## config.mk

```make
export PLATFORM = sky130hd
export DESIGN_NAME = phy_vendor_control_status_regs
export DESIGN_NICKNAME = d
export VERILOG_FILES = /design/src/hdl/phy_vendor_regs_pkg.sv /design/src/hdl/phy_vendor_control_status_regs.sv
export SDC_FILE = /design/constraint.sdc
export NUM_CORES = 1
export LEC_CHECK = 0
export BUFFER_PORTS_ARGS = -buffer_cell sky130_fd_sc_hd__buf_4
export CAP_MARGIN = 20
export CORE_MARGIN = 2
export CORE_UTILIZATION = 44
export DETAILED_ROUTE_END_ITERATION = 10
export PLACE_DENSITY = 0.75
export SYNTH_ARGS = -nofsm -noshare
export SYNTH_HDL_FRONTEND = slang
export SYNTH_SLANG_ARGS = --single-unit
```

## constraint.sdc

```tcl
create_clock -name clk_i -period 1.7 [get_ports clk_i]
set_input_delay 0.34 -clock clk_i [delete_from_list [all_inputs] [get_ports clk_i]]
set_output_delay 0.34 -clock clk_i [all_outputs]
set_load 0.005 [all_outputs]
```

## src/hdl/phy_vendor_regs_pkg.sv

```systemverilog
// package: offsets, field positions and reset values of the vendor phy register bank
package phy_vendor_regs_pkg;
  // printed offsets are register indexes; byte address is four times the index
  localparam logic [7:0]  IDX_STATUS_CTRL   = 8'h10;
  localparam logic [7:0]  IDX_SPECIAL_CTRL  = 8'h11;
  localparam logic [7:0]  IDX_CLOCK_SYNTH   = 8'h12;
  localparam logic [7:0]  IDX_FALSE_CARRIER = 8'h13;
  localparam int          ADDR_LSB          = 2;
  localparam int          IDX_W             = 8;

  localparam int          SC_FLOW_CTRL      = 15;
  localparam int          SC_T4_ENABLE      = 14;
  localparam int          SC_CRS_DISC       = 13;
  localparam int          SC_DESER_SYNC     = 11;
  localparam int          SC_PD_FAST        = 10;
  localparam int          SC_PD_SLOW        = 9;
  localparam int          SC_POLARITY       = 8;
  localparam int          SC_RES_T4         = 2;
  localparam int          SC_RES_SPEED      = 1;
  localparam int          SC_RES_DUPLEX     = 0;

  localparam logic [15:0] SPECIAL_WR_MASK   = 16'hFBBF;
  localparam logic [15:0] SPECIAL_RESET     = 16'h0000;
  localparam int          SP_SCRAMBLER_BYP  = 15;
  localparam int          SP_ENCODER_BYP    = 14;
  localparam int          SP_FORCE_H        = 13;
  localparam int          SP_FORCE_34       = 12;
  localparam int          SP_GOOD_LINK      = 11;
  localparam int          SP_MDI_TRISTATE   = 9;
  localparam int          SP_DPD_DISABLE    = 8;
  localparam int          SP_AN_LOOPBACK    = 7;
  localparam int          SP_FILTER_BYP     = 5;
  localparam int          SP_AUTOPOL_DIS    = 4;
  localparam int          SP_SQUELCH_DIS    = 3;
  localparam int          SP_EXT_SQUELCH    = 2;
  localparam int          SP_LINK_INT_DIS   = 1;
  localparam int          SP_JABBER_DIS     = 0;

  localparam int          CS_SHIFT_CMD      = 15;
  localparam int          CS_LOAD_CMD       = 14;
  localparam int          CS_BREAKDOWN_EN   = 13;
  localparam int          CS_EQ_PROBE       = 12;
  localparam int          CS_SLOW_PROBE     = 11;
  localparam logic [4:0]  PHY_ADDR_RESET    = 5'h01;
  localparam logic [15:0] COUNT_MAX         = 16'hFFFF;
endpackage

```

## src/hdl/phy_vendor_control_status_regs.sv

```systemverilog
// wishbone slave holding the vendor control, status and false-carrier registers
//
// The Wishbone register port was left to the implementer.
`timescale 1ns/1ps
`default_nettype none
// Overview of operation
// - status bit 15 stored read-write, drives flow control enable, resets 0.
// - status bit 14 enables t4 only while auto-negotiation is disabled; resets 0.
// - status bit 13 controls carrier-sense disconnect; reset from repeater strap.
// - status bit 11 reads deserializer in-sync indication.
// - status bits 10 and 9 read fast and slow section power-down.
// - status bit 8 reads detected slow receive polarity, 1 reversed.
// - status bits 2..0 read resolved t4, speed and duplex.
// - special bit 15 bypasses the scrambler.
// - special bit 14 bypasses 4b/5b encoding.
// - special bits 13 and 12 force h and 34 test patterns.
// - special bit 11 forces good link onto signal detect output.
// - special bit 9 tristates the line interface.
// - special bit 8 disables dynamic power-down.
// - special bit 7 loops auto-negotiation back internally.
// - special bit 5 bypasses filter; bit 4 disables auto-polarity.
// - special bit 3 disables squelch test; bit 2 selects extended squelch.
// - special bit 1 disables link integrity; bit 0 disables jabber.
// - clock bits 15/14 issue self-clearing shift/load pulses; never both.
// - clock bit 12 routes equalizer output onto the speed led.
// - clock bits 4..0 read the management address, latched from the address strap at reset.
// - 16-bit counter counts fast frames lacking the j/k delimiter.
// - counter saturates at maximum; a read returns count then clears it.
module phy_vendor_control_status_regs
  import phy_vendor_regs_pkg::*;
(
  input  wire logic        clk_i,
  input  wire logic        rst_i,
  input  wire logic        wb_cyc_i,
  input  wire logic        wb_stb_i,
  input  wire logic        wb_we_i,
  input  wire logic [9:0]  wb_adr_i,
  input  wire logic [3:0]  wb_sel_i,
  input  wire logic [31:0] wb_dat_i,
  output logic      [31:0] wb_dat_o,
  output logic             wb_ack_o,
  input  wire logic        repeater_strap_i,
  input  wire logic        autoneg_enable_i,
  input  wire logic        deser_in_sync_i,
  input  wire logic        fast_power_down_i,
  input  wire logic        slow_power_down_i,
  input  wire logic        polarity_reversed_i,
  input  wire logic [2:0]  an_result_i,
  input  wire logic        false_carrier_evt_i,
  input  wire logic        equalizer_out_i,
  input  wire logic        speed_led_i,
  input  wire logic [4:0]  phy_addr_strap_i,
  output logic             flow_ctrl_en_o,
  output logic             t4_enable_o,
  output logic             crs_disconnect_o,
  output logic [15:0]      special_ctrl_o,
  output logic             signal_detect_force_o,
  output logic             mdi_tristate_o,
  output logic             synth_shift_o,
  output logic             synth_load_o,
  output logic             breakdown_en_o,
  output logic             slow_probe_en_o,
  output logic             speed_led_o
);

  // ----------------------------------------------------------------
  // input synchronisers
  // ----------------------------------------------------------------
  // no reset here on purpose: the straps must already sit in the second flop
  // when reset lifts, or the capture edge would only ever see zeros
  logic [16:0] sync1_ff;
  logic [16:0] sync2_ff;
  logic [16:0] nxt_sync1;
  logic [16:0] nxt_sync2;
  logic        evt_prev_ff;
  logic        nxt_evt_prev;

  always_comb begin
    nxt_sync1 = {false_carrier_evt_i, equalizer_out_i, speed_led_i, an_result_i,
                 autoneg_enable_i, deser_in_sync_i, fast_power_down_i,
                 slow_power_down_i, polarity_reversed_i, repeater_strap_i,
                 phy_addr_strap_i};
    nxt_sync2 = sync1_ff;
    nxt_evt_prev = sync2_ff[16];
  end

  always_ff @(posedge clk_i) begin
    sync1_ff    <= nxt_sync1;
    sync2_ff    <= nxt_sync2;
    evt_prev_ff <= nxt_evt_prev;
  end

  logic       s_fc_evt;
  logic       s_eq_out;
  logic       s_speed_led;
  logic [2:0] s_an_result;
  logic       s_an_enable;
  logic       s_sync;
  logic       s_pd_fast;
  logic       s_pd_slow;
  logic       s_polarity;
  logic       s_repeater;
  logic [4:0] s_phy_addr;
  logic       fc_pulse;

  assign s_fc_evt    = sync2_ff[16];
  assign s_eq_out    = sync2_ff[15];
  assign s_speed_led = sync2_ff[14];
  assign s_an_result = sync2_ff[13:11];
  assign s_an_enable = sync2_ff[10];
  assign s_sync      = sync2_ff[9];
  assign s_pd_fast   = sync2_ff[8];
  assign s_pd_slow   = sync2_ff[7];
  assign s_polarity  = sync2_ff[6];
  assign s_repeater  = sync2_ff[5];
  assign s_phy_addr  = sync2_ff[4:0];
  // one count per frame: the event input is a level per bad frame, edge counted
  assign fc_pulse    = s_fc_evt & ~evt_prev_ff;

  // ----------------------------------------------------------------
  // bus decode
  // ----------------------------------------------------------------
  function automatic logic [15:0] lane_merge(input logic [15:0] old_v,
                                             input logic [15:0] new_v,
                                             input logic [1:0]  sel,
                                             input logic [15:0] mask);
    logic [15:0] bytes_m;
    bytes_m = {{8{sel[1]}}, {8{sel[0]}}} & mask;
    return (old_v & ~bytes_m) | (new_v & bytes_m);
  endfunction

  logic [IDX_W-1:0] idx;
  logic             req;
  logic             wr_req;
  logic             rd_req;
  assign idx    = wb_adr_i[IDX_W+ADDR_LSB-1:ADDR_LSB];
  assign req    = wb_cyc_i & wb_stb_i & ~wb_ack_o;
  assign wr_req = req & wb_we_i;
  assign rd_req = req & ~wb_we_i;

  // ----------------------------------------------------------------
  // control registers
  // ----------------------------------------------------------------
  logic [2:0]  stat_ctrl_ff;
  logic [2:0]  nxt_stat_ctrl;
  logic [15:0] special_ff;
  logic [15:0] nxt_special;
  logic [3:0]  synth_ff;
  logic [3:0]  nxt_synth;
  logic [1:0]  pulse_ff;
  logic [1:0]  nxt_pulse;
  logic [4:0]  phy_addr_ff;
  logic [4:0]  nxt_phy_addr;
  logic        strap_done_ff;
  logic        nxt_strap_done;
  logic [15:0] fc_count_ff;
  logic [15:0] nxt_fc_count;
  logic [15:0] wdat;
  assign wdat = wb_dat_i[15:0];

  always_comb begin
    nxt_stat_ctrl  = stat_ctrl_ff;
    nxt_special    = special_ff;
    nxt_synth      = synth_ff;
    nxt_pulse      = 2'b00;
    nxt_phy_addr   = phy_addr_ff;
    nxt_strap_done = 1'b1;
    nxt_fc_count   = fc_count_ff;
    if (!strap_done_ff) begin
      nxt_stat_ctrl[0] = s_repeater;
      nxt_phy_addr     = s_phy_addr;
    end
    if (wr_req && idx == IDX_STATUS_CTRL && wb_sel_i[1]) begin
      nxt_stat_ctrl = {wdat[SC_FLOW_CTRL], wdat[SC_T4_ENABLE], wdat[SC_CRS_DISC]};
    end
    if (wr_req && idx == IDX_SPECIAL_CTRL) begin
      nxt_special = lane_merge(special_ff, wdat, wb_sel_i[1:0], SPECIAL_WR_MASK);
    end
    if (wr_req && idx == IDX_CLOCK_SYNTH && wb_sel_i[1]) begin
      nxt_synth = {wdat[CS_BREAKDOWN_EN], wdat[CS_EQ_PROBE], wdat[CS_SLOW_PROBE], 1'b0};
      // both set is illegal; neither pulse fires, the conflict is dropped
      if (wdat[CS_SHIFT_CMD] ^ wdat[CS_LOAD_CMD]) begin
        nxt_pulse = {wdat[CS_SHIFT_CMD], wdat[CS_LOAD_CMD]};
      end
    end
    // read clears, but an event in the same cycle survives as a count of one
    if (rd_req && idx == IDX_FALSE_CARRIER) begin
      nxt_fc_count = fc_pulse ? 16'h0001 : 16'h0000;
    end else if (fc_pulse && fc_count_ff != COUNT_MAX) begin
      nxt_fc_count = fc_count_ff + 16'h0001;
    end
  end

  always_ff @(posedge clk_i) begin
    if (rst_i) begin
      stat_ctrl_ff  <= 3'b000;
      special_ff    <= SPECIAL_RESET;
      synth_ff      <= 4'h0;
      pulse_ff      <= 2'b00;
      phy_addr_ff   <= PHY_ADDR_RESET;
      strap_done_ff <= 1'b0;
      fc_count_ff   <= 16'h0000;
    end else begin
      stat_ctrl_ff  <= nxt_stat_ctrl;
      special_ff    <= nxt_special;
      synth_ff      <= nxt_synth;
      pulse_ff      <= nxt_pulse;
      phy_addr_ff   <= nxt_phy_addr;
      strap_done_ff <= nxt_strap_done;
      fc_count_ff   <= nxt_fc_count;
    end
  end

  // ----------------------------------------------------------------
  // read mux and ack
  // ----------------------------------------------------------------
  logic [15:0] rd_val;
  logic [31:0] nxt_dat;
  logic        nxt_ack;
  logic [31:0] dat_ff;
  logic        ack_ff;

  always_comb begin
    rd_val = 16'h0000;
    case (idx)
      IDX_STATUS_CTRL: begin
        rd_val[SC_FLOW_CTRL]  = stat_ctrl_ff[2];
        rd_val[SC_T4_ENABLE]  = stat_ctrl_ff[1];
        rd_val[SC_CRS_DISC]   = stat_ctrl_ff[0];
        rd_val[SC_DESER_SYNC] = s_sync;
        rd_val[SC_PD_FAST]    = s_pd_fast;
        rd_val[SC_PD_SLOW]    = s_pd_slow;
        rd_val[SC_POLARITY]   = s_polarity;
        rd_val[SC_RES_T4:SC_RES_DUPLEX] = s_an_result;
      end
      IDX_SPECIAL_CTRL: rd_val = special_ff;
      IDX_CLOCK_SYNTH: begin
        rd_val[CS_BREAKDOWN_EN] = synth_ff[3];
        rd_val[CS_EQ_PROBE]     = synth_ff[2];
        rd_val[CS_SLOW_PROBE]   = synth_ff[1];
        rd_val[4:0]             = phy_addr_ff;
      end
      IDX_FALSE_CARRIER: rd_val = fc_count_ff;
      default: rd_val = 16'h0000;
    endcase
    nxt_ack = req;
    nxt_dat = rd_req ? {16'h0000, rd_val} : 32'h0000_0000;
  end

  always_ff @(posedge clk_i) begin
    if (rst_i) begin
      ack_ff <= 1'b0;
      dat_ff <= 32'h0000_0000;
    end else begin
      ack_ff <= nxt_ack;
      dat_ff <= nxt_dat;
    end
  end

  assign wb_ack_o = ack_ff;
  assign wb_dat_o = dat_ff;

  // ----------------------------------------------------------------
  // control outputs
  // ----------------------------------------------------------------
  assign flow_ctrl_en_o        = stat_ctrl_ff[2];
  assign t4_enable_o           = stat_ctrl_ff[1] & ~s_an_enable;
  assign crs_disconnect_o      = stat_ctrl_ff[0];
  // each special bit is wired to its datapath
  assign special_ctrl_o        = special_ff;
  assign signal_detect_force_o = special_ff[SP_GOOD_LINK];
  assign mdi_tristate_o        = special_ff[SP_MDI_TRISTATE];
  assign synth_shift_o         = pulse_ff[1];
  assign synth_load_o          = pulse_ff[0];
  assign breakdown_en_o        = synth_ff[3];
  assign slow_probe_en_o       = synth_ff[1];
  assign speed_led_o           = synth_ff[2] ? s_eq_out : s_speed_led;
endmodule
`default_nettype wire

```

-- Word level (Yosys, flattened, before mapping)
Cells that the tools add are included.
- register bits after elaboration: 114
- input port bits: 68
- output and inout port bits: 59
- logic and storage cells: 64
- $add $sub $neg: 1
- equal/unequal tests: 6
- multiplexer cells: 15
- bitwise logic cells: 18
- reduce and logical (&&, ||, !) cells: 10
- operators with widths (cell ; count):
    16-bit AND ; 2
    8-bit by 5-bit equality test with 1-bit output, second input constant ; 4
    16-bit 2-to-1 mux ; 2
    16-bit by 1-bit adder with 16-bit output, second input constant ; 1
    16-bit inequality test, second input constant ; 1
    16-bit inverter ; 1
    16-bit OR ; 1
    2-bit case mux with 3 select lines ; 2
    3-bit case mux with 4 select lines ; 1
    3-bit case mux with 3 select lines ; 1
    1-bit case mux with 4 select lines ; 2
    1-bit logical AND ; 7
    1-bit inverter ; 7
    1-bit AND ; 6
    3-bit case mux with 2 select lines ; 1
    1-bit 2-to-1 mux ; 5
    1-bit case mux with 3 select lines ; 1
    3-bit OR reduction ; 1
    2-bit by 1-bit inequality test with 1-bit output, second input constant ; 1
    2-bit nonzero test ; 1
    2-bit OR reduction ; 1
    1-bit XOR ; 1

-- Logic depth before layout (Yosys ltp)
- word-level depth: 7
- mapped depth: 7
- mapped depth without buffers: 6

-- Worst setup path before layout
Ideal clock, no wire load.
- kind: input to register
- start: input port wb_adr_i[9]
- end: register fc_count_ff[10]
- data arrival time: 1.566 ns
- data required time: 1.583 ns
- slack: 0.017 ns
- stages on the path: 7
- buffers on the path: 2
- path through: nor4_4 nand4b_4 nor3_2 or2_1 buf_2 buf_2 nor2_1
- word-level cells in the longest chain between the ends: 3
- RTL lines (what ; line ; RTL):
    start, declared ; phy_vendor_control_status_regs.sv:37 ; input wire logic [9:0] wb_adr_i,
    8-bit by 5-bit equality test with 1-bit output (*) ; phy_vendor_control_status_regs.sv:187 ; if (rd_req && idx == IDX_FALSE_CARRIER) begin
    1-bit logical AND (*) ; phy_vendor_control_status_regs.sv:187 ;
    16-bit 2-to-1 mux or 2-bit nonzero test (tied branches) ; -- ;
    end signal, assigned ; phy_vendor_control_status_regs.sv:210 ; fc_count_ff <= nxt_fc_count;
    end, declared ; phy_vendor_control_status_regs.sv:156 ; logic [15:0] fc_count_ff;
Every way passes the cells marked *; elsewhere a longest branch is shown, timed or not.
A chain may end at the register's enable or synchronous reset.

-- Worst setup path in the final report
- start: register ack_ff, in the netlist wb_ack_o
- end: register stat_ctrl_ff[2]
- word-level cells in the longest chain between the ends: 5
- RTL lines (what ; line ; RTL):
    start, declared ; phy_vendor_control_status_regs.sv:221 ; logic ack_ff;
    start signal, assigned ; phy_vendor_control_status_regs.sv:255 ; ack_ff <= nxt_ack;
    1-bit inverter ; phy_vendor_control_status_regs.sv:137 ; assign req = wb_cyc_i & wb_stb_i & ~wb_ack_o;
    1-bit AND ; phy_vendor_control_status_regs.sv:137 ;
    1-bit AND ; phy_vendor_control_status_regs.sv:138 ; assign wr_req = req & wb_we_i;
    1-bit logical AND (2 in a row) ; phy_vendor_control_status_regs.sv:173 ; if (wr_req && idx == IDX_STATUS_CTRL && wb_sel_i[1]) begin
    end signal, assigned ; phy_vendor_control_status_regs.sv:204 ; stat_ctrl_ff <= nxt_stat_ctrl;
    end, declared ; phy_vendor_control_status_regs.sv:144 ; logic [2:0] stat_ctrl_ff;
No other way between the ends.

==> impl_metrics.ini <==
[synth]
synth.most_common_cell = dfxtp_1
synthCells = 315
synthesis.area_um2 = 3520
synth_compound_area_frac = 0.0459
synthTopCellsByArea = dfxtp_1, mux2i_1, nor2_1
synth-edff-count = 0
synth_mux_area_frac = 0.137
avgSynthCellArea_um2 = 11.2
synth-seq-cells = 96
async_flop_share = 0
synth_cell_types = 46
synth-simple-area-share = 0.175
yosys.area.top_type = dfxtp_1
synthTopCellsByCount = dfxtp_1, nor2_1, mux2i_1, buf_4, xor2_1
synth_xor_area_frac = 0.0299
synth_fa_ha_area_frac = 0.00356
yosysWarningCount = 0
synth.top_cell.area_share = 0.546
ys.flop_type = dfxtp_1
synth_top_family_by_area = simple AND/OR/NAND/NOR gates
yosysSeqAreaShare = 0.546

[global_routing]
grt_max_degree = 29
track_usage = 0.181
overflow = 0
antenna_found_initial = 0
grt_pass1_wl_mm = 12.2
grt_pass1_vias = 2577

[finish]
layoutNonFillerInstCount = 536
diodes = 0
drive_gt1_frac = 0.366
areaGrowthSynthToFinish_pct = 32.1
nNetsFinal = 498

[die]
ios = 127
die_area_um2 = 8730
num_rows = 32
die_h_um = 93.4
die_w_um = 93.4
initial_core_util = 0.455
core-area_um2 = 7730

[setup_path]
path_max_fanout = 8
required_ps = 1950
cp-start-kind = register
end_kind = register
rr_worst_depth = 5
critPathKind = register to register
critical_path_arrival_ps = 1930

[sta]
maxSlewViolCount = 0
fin_crit_sh = 0.993
worst_slack_ps = 12.4
finalSetupViolations = 0
min_period_ps = 1690
hold_viol_final = 0
finClkSkew_ps = 7.77
whs_ps = 77.8
rsz0062_at_grt = yes
fmaxAchievable_mhz = 593

[placed_design]
gp_congestion = 0.805
dp.cells = 517
place_ws_ps = -205
io_buffers = 86
dp_hpwl_mm = 5.65

[hold_path]
hp-class = primary input to register
min_path_cells = 1

[cts]
clock_latency_ps = 360
root_buffer = clkbuf_8
cts_buffers = 9
clock_sinks = 96
path_clk_slew_ps = 100
cts_tree = yes
clockBufferDepth = 2
ctsHtreeMaxLevel = 3

[job]
maxCapViolations = 0

[drt]
antenna_violating_nets_post_route = 0
dr_total_vias = 2646
wl_mm = 7.72
vias_per_cell = 4.94
wl_per_cell_um = 14.4
drtIter0Drc = 155
drc = 0
first_pass_iters = 4

[power_and_ir_drop]
leakagePower_uw = 0.00203
power_density_nw_per_um2 = 881
ir_drop_v = 0.000602
p_total_uw = 4100

[outcome]
outcome = completed
==> logic make-up (layout without fill, tap and decap cells) <==
| kind of cell | after synthesis | in the layout |
|---|---|---|
| simple gates | 106 | 106 |
| flops | 96 | 96 |
| fa+ha+maj | 1 | 1 |
| buf+inv | 36 | 138 |
| compound gates | 22 | 22 |
| mux | 41 | 41 |
| xor+xnor | 12 | 12 |
| other cells | 1 | 18 |
==> timing repair <==
| item | in CTS | in global routing |
|---|---|---|
| hold buffers | 0 | 0 |
| setup endpoints to repair | 0 | 26 |
| buffers inserted | 0 | 3 |
| gates resized for setup | 0 | 5 |
==> cells in the final DEF, fill, tap and decap left out, types with 4 or more instances in the layout <==
master / count
buf_4: 116
a22oi_1: 7
nand3_1: 7
mux2_2: 8
and3_1: 7
nor2_1: 47
dfxtp_1: 95
and4_1: 4
clkbuf_8: 9
conb_1: 18
nand2_1: 9
mux2i_1: 28
nand4_1: 5
nor3_1: 4
xor2_1: 11
mux4_2: 5
==> cell type report <==
type,count,area [um^2]
Multi-Input combinational cell,200,1460
Clock buffer,9,124
Sequential cell,96,1920
Clock inverter,7,83.8
Fill cell,636,3080
Timing Repair Buffer,119,922
Tap cell,102,128
Inverter,3,11.3
==> power by group <==
| group | switching [uW] | total [uW] | internal (uW) |
|---|---|---|---|
| Sequential | 22.4 | 2330 | 2310 |
| Combinational | 110 | 240 | 130 |
| Clock | 820 | 1530 | 708 |
==> final timing paths <==
path,startpoint,to,slack [ps]
worst max register to register,wb_ack_o,stat_ctrl_ff[2],10
worst max-delay path,wb_ack_o,stat_ctrl_ff[2],10
worst min-delay path,polarity_reversed_i,nxt_sync2[6],80
worst min register to register,nxt_sync2[4],sync2_ff[4],330
==> stage by stage <==
step / utilization / TNS, ps / area [um^2]
2_1_floorplan: - / 0 / 3580
4_1_cts: 0.596 / 0 / 4610
3_3_place_gp: 0.569 / -3630 / 4400
5_1_grt: 0.601 / -1490 / 4650
3_5_place_dp: 0.569 / -4570 / 4400
6_report: 0.601 / 0 / 4650
==> critical path, stage by stage (launching register included) <==
cell and delay (ps):
dfxtp_2 330, and3b_2 250, nand4b_4 220, nor4_4 480, mux2i_1 230, nor2_1 60
==> per-layer routing <==
metal / GRT usage / vias up / share of wire
li1: - / 1287 / -
met1: 0.231 / 1255 / 0.42
met2: 0.295 / 90 / 0.50
met3: 0.0322 / 14 / 0.053
met4: 0.0895 / 0 / 0.022
met5: 0 / - / 0
Power figures use the tool's default switching activity.
